`config.mk`:
```
export PLATFORM = sky130hd
export DESIGN_NAME = sisp_programmer_flat
export DESIGN_NICKNAME = d
export VERILOG_FILES = /design/src/rtl/sisp_pkg.sv /design/src/rtl/sisp_link_if.sv /design/src/rtl/sisp_programmer.sv /design/src/flat_wrapper.sv
export SDC_FILE = /design/constraint.sdc
export NUM_CORES = 1
export LEC_CHECK = 0
export ABC_CLOCK_PERIOD_IN_PS = 2600
export BUFFER_PORTS_ARGS = -buffer_cell sky130_fd_sc_hd__clkbuf_2
export CAP_MARGIN = 5
export CORE_ASPECT_RATIO = 0.9
export CORE_MARGIN = 2
export CORE_UTILIZATION = 55
export CTS_CLUSTER_DIAMETER = 100
export DETAILED_ROUTE_END_ITERATION = 8
export GPL_TIMING_DRIVEN = 1
export PLACE_DENSITY_LB_ADDON = 0.1
export SYNTH_ARGS = -nofsm -noshare
export SYNTH_HDL_FRONTEND = slang
export SYNTH_SLANG_ARGS = --single-unit
```
`constraint.sdc`:
```
create_clock -name i_clk -period 2.6 [get_ports i_clk]
set_input_delay 0.39 -clock i_clk [delete_from_list [all_inputs] [get_ports i_clk]]
set_output_delay 0.39 -clock i_clk [all_outputs]
set_load 0.01 [all_outputs]
```
`src/rtl/sisp_pkg.sv`:
```
// -----------------------------------------------------------------------------
// Shared constants of the serial programming port.
// -----------------------------------------------------------------------------
package sisp_pkg;

  // System clock rate and the width of every wait counter.
  localparam int CLK_HZ = 20_000_000;
  localparam int CNT_W  = 20;

  // Waits in their own units and in system clock cycles.
  localparam int PWRUP_WAIT_MS    = 20;
  localparam int PWRUP_WAIT_CYC   = PWRUP_WAIT_MS * (CLK_HZ / 1000);
  localparam int PROG_WAIT_US     = 4000;
  localparam int PROG_WAIT_CYC    = PROG_WAIT_US * (CLK_HZ / 1_000_000);
  localparam int ERASE_WAIT_US    = 9000;
  localparam int ERASE_WAIT_CYC   = ERASE_WAIT_US * (CLK_HZ / 1_000_000);
  localparam int SCK_HALF_CYC     = 8;
  localparam int RST_PULSE_CYC    = 8;
  localparam int MAX_TRIES        = 32;

  // Memory geometry: flash as bytes of 16-bit words, eeprom as bytes.
  localparam int FL_BYTES  = 2048;
  localparam int EE_BYTES  = 128;
  localparam int FL_HI_BIT = 3;

  // Instruction bytes and poll values.
  localparam logic [7:0] OP_PEN1        = 8'hac;
  localparam logic [7:0] OP_PEN2        = 8'h53;
  localparam logic [7:0] OP_ERASE2      = 8'h80;
  localparam logic [7:0] OP_RD_FL       = 8'h20;
  localparam logic [7:0] OP_WR_FL       = 8'h40;
  localparam logic [7:0] OP_RD_EE       = 8'ha0;
  localparam logic [7:0] OP_WR_EE       = 8'hc0;
  localparam logic [7:0] FL_OP_MASK     = 8'hf7;
  localparam logic [7:0] POLL_ERASING   = 8'h00;
  localparam logic [7:0] POLL_ERASED    = 8'hff;

  // Operations that the programmer's user side may request.
  typedef enum logic [2:0] {
    OP_CONNECT = 3'b000,
    OP_XFER    = 3'b001,
    OP_WRITE   = 3'b010,
    OP_ERASE   = 3'b011,
    OP_RELEASE = 3'b100
  } sisp_op_t;

endpackage

```
`src/rtl/sisp_link_if.sv`:
```
`timescale 1ns/100ps
`default_nettype none
// -----------------------------------------------------------------------------
// Pins between the programmer and the target.
// -----------------------------------------------------------------------------
interface sisp_link_if;
  logic sck;
  logic serial_in_port_pin;
  logic serial_out_port_pin;
  logic rst_n;
  logic clock_input_run;

  // Programmer end and target end.
  modport prog (output sck, output serial_in_port_pin, output rst_n,
                output clock_input_run, input serial_out_port_pin);
  modport dev  (input sck, input serial_in_port_pin, input rst_n,
                input clock_input_run, output serial_out_port_pin);
endinterface
`default_nettype wire

```
`src/rtl/sisp_programmer.sv`:
```
`timescale 1ns/100ps
`default_nettype none
// -----------------------------------------------------------------------------
// Programmer end: drives the serial link on behalf of a user-side requester.
// -----------------------------------------------------------------------------
// Contract
// - Serial clock phases each exceed two target cycles.
// - Target samples input bits on rising clock.
// - Target changes output on falling clock.
// - Reset and serial clock held low at power-up.
// - Programmer supplies target clock when externally clocked.
// - Wait 20 ms before programming enable.
// - Target echoes second enable byte during third.
// - Always shift all four instruction bytes.
// - No echo: pulse clock, retry, 32 attempts.
// - After erase: wait, pulse reset, re-enable.
// - One byte per write, address and data.
// - Eeprom write erases the location first.
// - Without polling, wait program time after writes.
// - Read returns stored byte on output pin.
// - Reset high ends the session.
// - Power-off: clock input low, then reset high.
// - Eeprom poll reads 00, then FF, then value.
// - Eeprom 00 or FF needs full wait.
// - Flash poll reads FF until written.
// - Flash FF needs full program wait.
// - FF bytes may be skipped after erase.
// - Chip erase sets both arrays to FF.
// - Flash and eeprom have separate address ranges.
module sisp_programmer
#(
  parameter int PWRUP_CYC = sisp_pkg::PWRUP_WAIT_CYC,
  parameter int PROG_CYC  = sisp_pkg::PROG_WAIT_CYC,
  parameter int ERASE_CYC = sisp_pkg::ERASE_WAIT_CYC
)
(
  // Clock and reset.
  input  wire logic             i_clk,
  input  wire logic             i_resetn,
  // User-side request.
  input  wire logic             i_start,
  input  wire sisp_pkg::sisp_op_t i_op,
  input  wire logic [31:0]      i_cmd,
  // User-side answer.
  output logic                  o_ready,
  output logic                  o_done,
  output logic                  o_fail,
  output logic [7:0]            o_rdata,
  // Link to the target.
  sisp_link_if.prog             link
);
  import sisp_pkg::*;

  typedef enum logic [3:0] {
    H_IDLE   = 4'b0000,
    H_PWR    = 4'b0001,
    H_EN     = 4'b0010,
    H_SHIFT  = 4'b0011,
    H_CHK    = 4'b0100,
    H_PULSE  = 4'b0101,
    H_WPROG  = 4'b0110,
    H_WERASE = 4'b0111,
    H_RSTP   = 4'b1000,
    H_REL    = 4'b1001,
    H_DONE   = 4'b1010
  } sisp_hst_t;

  sisp_hst_t        st_ff, nxt_st;
  sisp_op_t         op_ff, nxt_op;
  logic [31:0]      tx_ff, nxt_tx, rx_ff, nxt_rx;
  logic [2:0]       ph_ff, nxt_ph;
  logic [4:0]       bit_ff, nxt_bit;
  logic [CNT_W-1:0] wt_ff, nxt_wt, wt_lim;
  logic [5:0]       tries_ff, nxt_tries;
  logic             enph_ff, nxt_enph;
  logic             sck_ff, nxt_sck;
  logic             mosi_ff, nxt_mosi;
  logic             rstn_ff, nxt_rstn;
  logic             run_ff, nxt_run;
  logic             ready_ff, nxt_ready;
  logic             done_ff, nxt_done;
  logic             fail_ff, nxt_fail;
  logic [7:0]       rdata_ff, nxt_rdata;
  logic             miso_s1, miso_s2;

  // Returned data passes two flip-flops before it is read.
  always_ff @(posedge i_clk or negedge i_resetn)
  begin
    if (!i_resetn)
      {miso_s1, miso_s2} <= 2'h0;
    else
      {miso_s1, miso_s2} <= {link.serial_out_port_pin, miso_s1};
  end

  // Wait limit per waiting state and phase timing of the serial clock.
  always_comb
  begin
    case (st_ff)
      H_PWR:    wt_lim = CNT_W'(PWRUP_CYC - 1);
      H_WPROG:  wt_lim = CNT_W'(PROG_CYC - 1);
      H_WERASE: wt_lim = CNT_W'(ERASE_CYC - 1);
      default:  wt_lim = CNT_W'(RST_PULSE_CYC - 1);
    endcase
  end

  wire wt_hit   = wt_ff == wt_lim;
  wire ph_hit   = ph_ff == 3'(SCK_HALF_CYC - 1);
  wire echo_ok  = rx_ff[15:8] == OP_PEN2;
  wire last_try = tries_ff == 6'(MAX_TRIES);

  // Next-state logic of the sequencer.
  always_comb
  begin
    nxt_st    = st_ff;
    nxt_op    = op_ff;
    nxt_tx    = tx_ff;
    nxt_rx    = rx_ff;
    nxt_ph    = ph_ff;
    nxt_bit   = bit_ff;
    nxt_wt    = wt_ff;
    nxt_tries = tries_ff;
    nxt_enph  = enph_ff;
    nxt_sck   = sck_ff;
    nxt_mosi  = mosi_ff;
    nxt_rstn  = rstn_ff;
    nxt_run   = run_ff;
    nxt_ready = ready_ff;
    nxt_done  = 1'b0;
    nxt_fail  = fail_ff;
    nxt_rdata = rdata_ff;
    case (st_ff)
      H_IDLE:
      begin
        nxt_ready = 1'b1;
        if (i_start)
        begin
          nxt_ready = 1'b0;
          nxt_op    = i_op;
          nxt_wt    = '0;
          nxt_ph    = 3'h0;
          nxt_bit   = 5'h00;
          if (i_op == OP_CONNECT)
          begin
            nxt_rstn  = 1'b0;
            nxt_sck   = 1'b0;
            nxt_run   = 1'b1;
            nxt_tries = 6'h00;
            nxt_fail  = 1'b0;
            nxt_st    = H_PWR;
          end
          else if (i_op == OP_RELEASE)
          begin
            nxt_run = 1'b0;
            nxt_st  = H_REL;
          end
          else
          begin
            nxt_tx   = i_cmd;
            nxt_mosi = i_cmd[31];
            nxt_st   = H_SHIFT;
          end
        end
      end
      H_PWR:
      begin
        nxt_wt = wt_ff + CNT_W'(1);
        if (wt_hit)
        begin
          nxt_wt = '0;
          nxt_st = H_EN;
        end
      end
      H_EN:
      begin
        nxt_tx    = {OP_PEN1, OP_PEN2, 16'h0000};
        nxt_mosi  = OP_PEN1[7];
        nxt_tries = tries_ff + 6'h01;
        nxt_enph  = 1'b1;
        nxt_ph    = 3'h0;
        nxt_bit   = 5'h00;
        nxt_st    = H_SHIFT;
      end
      H_SHIFT:
      begin
        nxt_ph = ph_ff + 3'h1;
        if (ph_hit && !sck_ff)
        begin
          nxt_ph  = 3'h0;
          nxt_sck = 1'b1;
          nxt_rx  = {rx_ff[30:0], miso_s2};
        end
        else if (ph_hit)
        begin
          nxt_ph   = 3'h0;
          nxt_sck  = 1'b0;
          nxt_tx   = {tx_ff[30:0], 1'b0};
          nxt_mosi = tx_ff[30];
          nxt_bit  = bit_ff + 5'h01;
          if (bit_ff == 5'h1f)
          begin
            if (enph_ff)
              nxt_st = H_CHK;
            else if (op_ff == OP_WRITE)
              nxt_st = H_WPROG;
            else if (op_ff == OP_ERASE)
              nxt_st = H_WERASE;
            else
              nxt_st = H_DONE;
          end
        end
      end
      H_CHK:
      begin
        nxt_enph = 1'b0;
        if (echo_ok)
          nxt_st = H_DONE;
        else if (last_try)
        begin
          nxt_fail = 1'b1;
          nxt_st   = H_DONE;
        end
        else
          nxt_st = H_PULSE;
      end
      H_PULSE:
      begin
        nxt_ph = ph_ff + 3'h1;
        if (ph_hit && !sck_ff)
        begin
          nxt_ph  = 3'h0;
          nxt_sck = 1'b1;
        end
        else if (ph_hit)
        begin
          nxt_ph  = 3'h0;
          nxt_sck = 1'b0;
          nxt_st  = H_EN;
        end
      end
      H_WPROG:
      begin
        nxt_wt = wt_ff + CNT_W'(1);
        if (wt_hit)
        begin
          nxt_wt = '0;
          nxt_st = H_DONE;
        end
      end
      H_WERASE:
      begin
        nxt_wt = wt_ff + CNT_W'(1);
        if (wt_hit)
        begin
          nxt_wt   = '0;
          nxt_rstn = 1'b1;
          nxt_st   = H_RSTP;
        end
      end
      H_RSTP:
      begin
        nxt_wt = wt_ff + CNT_W'(1);
        if (wt_hit)
        begin
          nxt_wt   = '0;
          nxt_rstn = 1'b0;
          nxt_st   = H_PWR;
        end
      end
      H_REL:
      begin
        nxt_rstn = 1'b1;
        nxt_st   = H_DONE;
      end
      H_DONE:
      begin
        nxt_done  = 1'b1;
        nxt_rdata = rx_ff[7:0];
        nxt_st    = H_IDLE;
      end
      default:
        nxt_st = H_IDLE;
    endcase
  end

  // Sequencer registers.
  always_ff @(posedge i_clk or negedge i_resetn)
  begin
    if (!i_resetn)
    begin
      st_ff    <= H_IDLE;
      op_ff    <= OP_CONNECT;
      {tx_ff, rx_ff} <= 64'h0000_0000_0000_0000;
      {ph_ff, bit_ff, tries_ff} <= 14'h0000;
      wt_ff    <= '0;
      {enph_ff, sck_ff, mosi_ff, rstn_ff, run_ff} <= 5'h00;
      {ready_ff, done_ff, fail_ff} <= 3'h0;
      rdata_ff <= 8'h00;
    end
    else
    begin
      st_ff    <= nxt_st;
      op_ff    <= nxt_op;
      {tx_ff, rx_ff} <= {nxt_tx, nxt_rx};
      {ph_ff, bit_ff, tries_ff} <= {nxt_ph, nxt_bit, nxt_tries};
      wt_ff    <= nxt_wt;
      {enph_ff, sck_ff, mosi_ff, rstn_ff, run_ff} <=
        {nxt_enph, nxt_sck, nxt_mosi, nxt_rstn, nxt_run};
      {ready_ff, done_ff, fail_ff} <= {nxt_ready, nxt_done, nxt_fail};
      rdata_ff <= nxt_rdata;
    end
  end

  // Pins and user outputs come straight from flip-flops.
  assign link.sck                = sck_ff;
  assign link.serial_in_port_pin = mosi_ff;
  assign link.rst_n              = rstn_ff;
  assign link.clock_input_run    = run_ff;
  assign o_ready = ready_ff;
  assign o_done  = done_ff;
  assign o_fail  = fail_ff;
  assign o_rdata = rdata_ff;
endmodule
`default_nettype wire

```
`src/flat_wrapper.sv`:
```
// flat-port wrapper written by rule: the top's interface ports become plain ports
module sisp_programmer_flat import sisp_pkg::*;
#(
  parameter int PWRUP_CYC = sisp_pkg::PWRUP_WAIT_CYC,
  parameter int PROG_CYC  = sisp_pkg::PROG_WAIT_CYC,
  parameter int ERASE_CYC = sisp_pkg::ERASE_WAIT_CYC
)
  (i_clk, i_resetn, i_start, i_op, i_cmd, o_ready, o_done, o_fail, o_rdata, link_sck, link_serial_in_port_pin, link_rst_n, link_clock_input_run, link_serial_out_port_pin);
  sisp_link_if link_i ();
  input  wire logic i_clk;
  input  wire logic i_resetn;
  input  wire logic i_start;
  input  wire sisp_pkg::sisp_op_t i_op;
  input  wire logic [31:0] i_cmd;
  output logic o_ready;
  output logic o_done;
  output logic o_fail;
  output logic [7:0] o_rdata;
  output wire logic [$bits(link_i.sck)-1:0] link_sck;
  output wire logic [$bits(link_i.serial_in_port_pin)-1:0] link_serial_in_port_pin;
  output wire logic [$bits(link_i.rst_n)-1:0] link_rst_n;
  output wire logic [$bits(link_i.clock_input_run)-1:0] link_clock_input_run;
  input wire logic [$bits(link_i.serial_out_port_pin)-1:0] link_serial_out_port_pin;
  assign link_sck = link_i.sck;
  assign link_serial_in_port_pin = link_i.serial_in_port_pin;
  assign link_rst_n = link_i.rst_n;
  assign link_clock_input_run = link_i.clock_input_run;
  assign link_i.serial_out_port_pin = link_serial_out_port_pin;
  sisp_programmer #(.PWRUP_CYC(PWRUP_CYC), .PROG_CYC(PROG_CYC), .ERASE_CYC(ERASE_CYC)) u_core (.i_clk(i_clk), .i_resetn(i_resetn), .i_start(i_start), .i_op(i_op), .i_cmd(i_cmd), .o_ready(o_ready), .o_done(o_done), .o_fail(o_fail), .o_rdata(o_rdata), .link(link_i));
endmodule
```
==> results of run 1 <==
layer usage:
layer	part of all wire [%]	vias up
met4	1.2	0
met2	47	64
li1	-	2004
met3	3.4	11
met1	49	1974
met5	0	-
cells in the mapped netlist (all sizes together), types with 2 or more instances:
cell | n | area (µm²)
dfrtp | 106 | 2653
nor2 | 84 | 317.8
nand2 | 43 | 161.4
mux2 | 33 | 371.6
a221oi | 24 | 210.2
o21ai | 23 | 115.1
clkbuf | 19 | 71.32
nand3 | 17 | 85.08
buf | 16 | 86.33
xor2 | 16 | 140.1
o22ai | 13 | 81.33
a21oi | 11 | 55.05
inv | 8 | 30.03
nor2b | 8 | 50.05
ha | 7 | 87.58
nand2b | 7 | 43.79
nand4 | 7 | 43.79
nor3 | 7 | 40.04
a21o | 6 | 45.04
or2 | 6 | 37.54
nand3b | 5 | 37.54
and3 | 4 | 25.02
and4 | 4 | 35.03
or3 | 4 | 25.02
xnor2 | 4 | 35.03
and2 | 3 | 20.02
o211ai | 3 | 22.52
o32ai | 3 | 26.28
a211o | 2 | 17.52
a22o | 2 | 17.52
mux2i | 2 | 20.02
nor3b | 2 | 15.01
nor4 | 2 | 12.51
o21a | 2 | 15.01
o21bai | 2 | 15.01
o2bb2ai | 2 | 17.52
o31ai | 2 | 15.01
worst max path at each step:
| stage | start | end | slack (ns) | cells past startpoint |
|---|---|---|---|---|
| floorplan | u_core.wt_ff[4] | u_core.wt_ff[9] | 0.42 | 9 |
| global placement | u_core.st_ff[2] | u_core.st_ff[0] | 0.28 | 7 |
| detailed placement | u_core.st_ff[2] | u_core.wt_ff[14] | 0.22 | 8 |
| CTS | u_core.st_ff[2] | u_core.wt_ff[18] | 0.18 | 8 |
| global route | u_core.st_ff[0] | u_core.wt_ff[11] | 0.07 | 7 |
| finish | u_core.st_ff[0] | u_core.wt_ff[18] | 0.23 | 7 |
flip-flops by register name (all words and copies together) (netlist names):
signal,cells
u_core.tx_ff,31
u_core.wt_ff,20
u_core.rx_ff,16
u_core.o_rdata,8
u_core.tries_ff,6
u_core.bit_ff,5
u_core.st_ff,4
u_core.op_ff,3
u_core.ph_ff,3
u_core.enph_ff,1
u_core.link.clock_input_run,1
u_core.link.rst_n,1
u_core.link.sck,1
u_core.link.serial_in_port_pin,1
u_core.miso_s1,1
u_core.miso_s2,1
u_core.o_done,1
u_core.o_fail,1
u_core.o_ready,1
through the flow:
step	cell area [µm²]	setup WS (ns)	util, %
floorplan	5283	0.4185	-
global placement	5747	0.2751	62.41
detailed placement	5747	0.2207	62.41
CTS	5947	0.1760	64.59
global route	5948	0.06920	64.60
finish	5948	0.2293	64.60
cell type report:
type / instances / area [µm²]
clock buffers: 9 / 123.9
repair buffers: 76 / 465.4
multi-input cells: 379 / 2446
well taps: 122 / 152.6
flip-flops and latches: 106 / 2654
clock inverters: 7 / 76.32
inverters: 8 / 30.03
fillers: 786 / 3259
report_power, final:
group          internal [µW]  leakage [µW]  switching, µW
logic                   30.6       0.00132           48.0
clock network            454      0.000102            594
registers               1650       0.00138          0.728
worst register-to-register path: cells and delay by family (launching register included):
kind / cells / cell delay [ns]
AO/OA/AOI/OAI: 3 / 0.71
buffers and inverters: 1 / 0.23
flip-flops: 1 / 0.54
AND/OR/NAND/NOR: 3 / 0.79
kinds of logic after synthesis:
| group | Yosys count | share of synthesized area (%) |
|---|---|---|
| and+or+nand+nor | 210 | 19.21 |
| DFF | 106 | 50.21 |
| muxes | 35 | 7.413 |
| AOI/OAI and AO/OA | 107 | 14.64 |
| adders and majority gates | 7 | 1.658 |
| buffers and inverters | 43 | 3.553 |
| xor gates and xnor gates | 20 | 3.316 |
timing repair:
item                                    4_1_cts  5_1_grt
endpoints found under the setup margin        0        2
resized for setup                             0        1
endpoints found under the hold margin         0        0
==> impl_metrics.toml, run 1 <==
[timing]
period_needed_ns = 2.371
tns_ns = 0
hold_viol_final = 0
post-route-period-util_pct = 91.18
clock_skew_ns = 0.009099
max_slew_margin_pct = 50.84
setup_viol = 0
slew_viol_final = 0
rsz0062_at_grt = "false"
fmax_ghz = 0.4218
worst_slew_pin_slew_ns = 0.7307
whs_ns = 0.002982

[hold_path]
min_path_type = "in -> async"

[pwr]
power_uw = 2777
power_density_mw_per_mm2 = 466.8
p_leak_uw = 0.002810
ir_drop_mv = 0.3346

[layout]
layout_common_cells = "dfrtp_1, nor2_1, clkbuf_2"
nets = 626
drive_gt1_share_pct = 23.08
area_growth_pct = 12.60
layoutNonFillerInstCount = 707
n_antenna_cell = 0
layout_commonest_cell = "dfrtp_1"

[worst_setup_path]
rr_startpoint = "u_core.st_ff[0]"
crit_fanout = 12
ff2ff_setup_slack_ns = 0.23
crit_path_frequent_cell = "o32ai_1"
critPathCaptureType = "flop"
cp_data_arrival_time_ns = 2.64
crit_buf_inv = 1
max_stage_delay_ns = 0.54
crit_type = "reg -> reg"
critPathLaunchType = "flop"
critPathTopFamily = "simple AND/OR/NAND/NOR gates"
reg2reg_depth = 7
critPathRequiredTime_ns = 2.87
crit_slowest_cell = "dfrtp_1"
worstReg2RegEnd = "u_core.wt_ff[18]"
worstPathCellList = "or3b_1 > o32ai_1 > o32ai_1 > o41ai_2 > buf_4 > and2_2 > nor2_1"

[route]
wirelength_mm = 11.20
drcViolationCount = 0
ant_nets = 0
drtPass1Iterations = 5
drt-initial-drc-count = 245
vias = 4053
routedWlPerCell_um = 15.85
vias_per_cell = 5.733

[global_routing]
grt_max_degree = 48
grt.met3_usage_pct = 5.054
antenna_found_initial = 0
grt_use_total_pct = 23.06
use_met2_pct = 33.89
grt_pass1_wl_mm = 19.31
grt.busiest_layer = "met1"
grt_pass1_vias = 3946
overflow = 0
gr-usage-met1_pct = 34.64

[logic_synthesis]
synth_edf_count = 0
postSynthAreaPerCell_um2 = 10.00
synth_fp_nets = 574
async_flop_share_pct = 100.0
syn_inst = 528
yosysWarnings = 0
synthFlopType = "dfrtp_1"
netlist_area_mm2 = 0.005283
ys_types = 63
synth_seq_cells = 106
seq_area_frac_synth_pct = 50.21

[floorplanning]
core_area_mm2 = 0.009208
core.rowCount = 33
die_x_um = 107.3
die_h_um = 96.98
die_area_mm2 = 0.01041
io_pins = 54
start_util_pct = 57.37

[clocking]
cts_buffers = 9
root_buffer = "clkbuf_8"
htree_levels = 3
insertion_delay_ns = 0.38
cts_setup_buffers = 0
cts_hold_buf = 0
clock_path_buffers = 2
cts.sinks = 106
clk_pin_slew_ns = 0.10
cts_tree = "done"

[placed_design]
portBuffers = 53
post-place-cells = 691
dp_hpwl_mm = 7.864
routabilityCongestion = 0.8607

[outcome]
status = "finished, final reports clean"

[flow_run]
maxCapViolCount = 0
(Power assumes the default switching activity.)
==> run 2: changes to the inputs <==
Settings changed: CORE_ASPECT_RATIO 0.9 to 1.1.
==> impl_metrics.toml, run 2 (synthesized netlist as in run 1, its figures left out) <==
[pwr]
power.switching_uw = 685.8
p_leak_uw = 0.002817
ir_drop_mv = 0.3381
power_density_mw_per_mm2 = 465.9
switching_share_pct = 24.74
p_seq_share_pct = 59.5
intPower_uw = 2087
combPwrFrac_pct = 2.9
clockPowerShare_pct = 37.6

[timing]
clock_skew_ns = 0.01234
setup_viol = 0
post-route-period-util_pct = 91.71
slew_viol_final = 0
worst_slew_pin_slew_ns = 0.7182
tns_ns = 0
rsz0062_at_grt = "false"
period_needed_ns = 2.385
fmax_ghz = 0.4194
whs_ns = 0.09612
max_slew_margin_pct = 51.68
hold_viol_final = 0

[worst_setup_path]
cp_data_arrival_time_ns = 2.66
reg2reg_depth = 6
crit_type = "reg -> reg"
worstReg2RegEnd = "u_core.st_ff[1]"
crit_fanout = 11
rr_startpoint = "u_core.st_ff[0]"
critPathRequiredTime_ns = 2.88
ff2ff_setup_slack_ns = 0.22
critPathLaunchType = "flop"
critPathCaptureType = "flop"

[layout]
layout_common_cells = "dfrtp_1, nor2_1, clkbuf_2"
drive_gt1_share_pct = 23.17
n_antenna_cell = 0
area_growth_pct = 12.65
layout_commonest_cell = "dfrtp_1"
nets = 628
largest_reg_flops = 31
fill_cells = 775

[clocking]
cts_buffers = 9
htree_levels = 3
cts_tree = "done"
clock_path_buffers = 2
cts.sinks = 106
clk_pin_slew_ns = 0.11
root_buffer = "clkbuf_8"
insertion_delay_ns = 0.39

[route]
drt-initial-drc-count = 199
ant_nets = 0
vias = 4085
drtPass1Iterations = 5
drcViolationCount = 0
routedWlPerCell_um = 15.81
wirelength_mm = 11.13
vias_per_cell = 5.803

[global_routing]
grt_use_total_pct = 23.01
grt_pass1_wl_mm = 19.38
antenna_found_initial = 0
overflow = 0
grt_max_degree = 53
grt_pass1_vias = 4066

[floorplanning]
die_area_mm2 = 0.01041
io_pins = 54
start_util_pct = 56.49
core.rowCount = 37
die_h_um = 106.8
die_x_um = 97.44
core_area_mm2 = 0.009351

[hold_path]
min_from = "link_serial_out_port_pin"
min_to = "u_core.miso_s1"
min_path_type = "in -> reg"
hold_depth = 1

[outcome]
status = "finished, final reports clean"

[placed_design]
portBuffers = 53
dp_hpwl_mm = 7.861
routabilityCongestion = 0.8743

[flow_run]
maxCapViolCount = 0
## run 2: cell type report
cell class                      instances  area, µm²  area share, %
Clock buffer                           10      137.6          2.313
Clock inverter                          6      65.06          1.093
Inverter                                8      30.03         0.5046
Multi-Input combinational cell        379       2447          41.13
Sequential cell                       106       2654          44.60
Tap cell                              117      146.4          2.460
Timing Repair Buffer                   78      470.5          7.906
## run 2: power groups by stage
stage          Combinational [µW]  Clock, µW  Sequential, µW
2_1_floorplan                9.09          0            1680
3_3_place_gp                 80.1          0            1680
3_5_place_dp                 81.4          0            1680
4_1_cts                      82.9       1070            1650
5_1_grt                      92.8       1120            1650
6_report                     79.8       1040            1650
## run 2: repair_timing
item,4_1_cts,5_1_grt
resized for setup,0,2
buffers inserted,0,1
hold endpoints to repair,24,0
endpoints found under the setup margin,0,12
hold buffers,1,0
## run 2: critical path, stage by stage (launching register included)
cell and delay, ns:
dfrtp_1 0.54, or3b_1 0.41, o32ai_1 0.13, o32ai_1 0.16
o41ai_2 0.42, o211ai_1 0.26, mux2_1 0.37
## run 2: worst max-delay path by stage
stage / start / endpoint / slack (ns) / cells after the start
final: u_core.st_ff[0] / u_core.st_ff[1] / 0.22 / 6
after global routing: u_core.st_ff[3] / u_core.st_ff[0] / 0.04 / 7
after CTS: u_core.st_ff[3] / u_core.st_ff[0] / 0.19 / 6
after detailed placement: u_core.st_ff[3] / u_core.st_ff[1] / 0.20 / 6
after global placement: u_core.st_ff[3] / u_core.st_ff[0] / 0.28 / 6
after floorplan: u_core.wt_ff[4] / u_core.wt_ff[9] / 0.42 / 9
## run 2: stage by stage
step           util, %  std cells  power, µW  instance area, µm²  setup slack [ns]
3_5_place_dp     61.25        686       1764                5728            0.2036
4_1_cts          63.53        703       2800                5941            0.1878
6_report         63.63        704       2772                5951            0.2155
5_1_grt          63.63        704       2867                5951           0.04301
3_3_place_gp     61.25        686       1763                5728            0.2819
2_1_floorplan        -        528       1693                5283            0.4185
## run 2: layer usage
layer | part of all wire, % | track usage, % | routed length [µm] | vias to the layer above
li1 | - | - | - | 1990
met1 | 46 | 31.54 | 5092 | 1995
met2 | 47 | 36.16 | 5250 | 89
met3 | 5.0 | 4.433 | 560 | 11
met4 | 2.0 | 9.722 | 227 | 0
met5 | 0 | 0 | 0 | -
==> run 3: changes to the inputs <==
Settings changed: CORE_MARGIN 2 to 4, PLACE_DENSITY set to 0.87, PLACE_DENSITY_LB_ADDON 0.1 to unset.
==> impl_metrics.toml, run 3 (synthesized netlist as in run 1, its figures left out) <==
[worst_setup_path]
rr_startpoint = "u_core.st_ff[0]"
critPathCaptureType = "flop"
critPathRequiredTime_ns = 2.86
crit_fanout = 12
reg2reg_depth = 6
cp_data_arrival_time_ns = 2.67
crit_type = "reg -> reg"
ff2ff_setup_slack_ns = 0.19
critPathLaunchType = "flop"
worstReg2RegEnd = "u_core.st_ff[1]"

[layout]
area_growth_pct = 12.01
seq_area_mm2 = 0.002653
layout_commonest_cell = "dfrtp_1"
drive_gt1_share_pct = 22.56
nets = 628
n_antenna_cell = 0
layout_common_cells = "dfrtp_1, nor2_1, clkbuf_2"
fill_cells = 757
largest_reg_flops = 31
multi_input_area_mm2 = 0.002446

[floorplanning]
die_x_um = 101.4
io_pins = 54
die_area_mm2 = 0.01124
core_area_mm2 = 0.009351
die_h_um = 110.8
start_util_pct = 56.49
core.rowCount = 37

[global_routing]
antenna_found_initial = 0
grt_pass1_wl_mm = 19.48
grt_max_degree = 79
grt_pass1_vias = 4176
grt_use_total_pct = 21.33
overflow = 0

[hold_path]
min_to = "u_core.miso_s1"
min_from = "link_serial_out_port_pin"
hold_depth = 1
min_path_type = "in -> reg"

[clocking]
cts_buffers = 9
root_buffer = "clkbuf_8"
insertion_delay_ns = 0.38
clk_pin_slew_ns = 0.09
htree_levels = 3
cts.sinks = 106
cts_tree = "done"
clock_path_buffers = 2
cts_setup_buffers = 0

[timing]
period_needed_ns = 2.411
max_slew_margin_pct = 55.34
clock_skew_ns = 0.01190
setup_viol = 0
hold_viol_final = 0
fmax_ghz = 0.4148
slew_viol_final = 0
worst_slew_pin_slew_ns = 0.6674
setup_slack_ns = 0.1890
post-route-period-util_pct = 92.73
tns_ns = 0
rsz0062_at_grt = "false"
whs_ns = 0.1196

[route]
vias_per_cell = 5.895
routedWlPerCell_um = 15.77
ant_nets = 0
vias = 4138
drt-initial-drc-count = 230
wirelength_mm = 11.07
drcViolationCount = 0
drtPass1Iterations = 4

[placed_design]
routabilityCongestion = 0.9629
portBuffers = 53
dp_hpwl_mm = 7.857
dp_slack_ns = 0.2097

[pwr]
combPwrFrac_pct = 3.0
p_leak_uw = 0.002792
p_seq_share_pct = 62.9
power.switching_uw = 602.1
clockPowerShare_pct = 34.1
intPower_uw = 2020
ir_drop_mv = 0.3324
power_density_mw_per_mm2 = 443.1
switching_share_pct = 22.96

[flow_run]
maxCapViolCount = 0

[outcome]
status = "finished, final reports clean"
==> run 3: cell count changes in the layout (fill, tap and decap cells not counted), sizes merged <==
cell	before	now
inv	12	8
clkinv	2	1
clkinvlp	0	3
==> run 3: metal layers <==
layer | global-route usage, % | vias up | part of all wire [%]
met5 | 0 | - | 0
met4 | 7.624 | 0 | 2.3
met3 | 6.230 | 23 | 5.7
met2 | 33.33 | 114 | 48
met1 | 28.14 | 2009 | 44
li1 | - | 1992 | -
==> run 3: layout make-up <==
class / count / area share, %
Clock buffer: 10 / 2.157
Clock inverter: 4 / 0.5287
Inverter: 8 / 0.5075
Multi-Input combinational cell: 379 / 41.34
Sequential cell: 106 / 44.83
Tap cell: 117 / 2.474
Timing Repair Buffer: 78 / 8.162
==> run 3: power by group through the flow <==
stage	clock, µW	sequential [µW]	combinational (µW)
floorplan	0	1680	9.09
global placement	0	1680	76.7
detailed placement	0	1680	79.1
CTS	909	1650	80.9
global route	984	1650	89.4
finish	894	1650	78.2
==> run 3: worst max-delay path by stage <==
| stage | startpoint | end | slack (ns) |
|---|---|---|---|
| 2_1_floorplan | u_core.wt_ff[4] | u_core.wt_ff[9] | 0.42 |
| 3_3_place_gp | u_core.st_ff[0] | u_core.st_ff[1] | 0.30 |
| 3_5_place_dp | u_core.st_ff[0] | u_core.st_ff[2] | 0.21 |
| 4_1_cts | u_core.st_ff[0] | u_core.st_ff[0] | 0.20 |
| 5_1_grt | u_core.st_ff[0] | u_core.wt_ff[10] | 0.02 |
| 6_report | u_core.st_ff[0] | u_core.st_ff[1] | 0.19 |
==> run 3: critical path, stage by stage, from the launching register on <==
cell and delay [ns]:
dfrtp_1 0.55, or3b_1 0.41, o32ai_1 0.13, o32ai_1 0.16, o41ai_2 0.42, o211ai_1 0.26, mux2_1 0.37
==> run 3: timing repair <==
action,in CTS,in global routing
resized for setup,0,0
hold buffers,1,0
endpoints found under the hold margin,28,0
==> run 3: stage by stage <==
| stage | cells | cell area, µm² | utilization [%] | total power [µW] |
|---|---|---|---|---|
| 6_report | 702 | 5917 | 63.27 | 2622 |
| 5_1_grt | 702 | 5917 | 63.27 | 2724 |
| 4_1_cts | 702 | 5917 | 63.27 | 2640 |
| 3_5_place_dp | 687 | 5748 | 61.47 | 1762 |
| 3_3_place_gp | 687 | 5748 | 61.47 | 1760 |
| 2_1_floorplan | 528 | 5283 | - | 1693 |
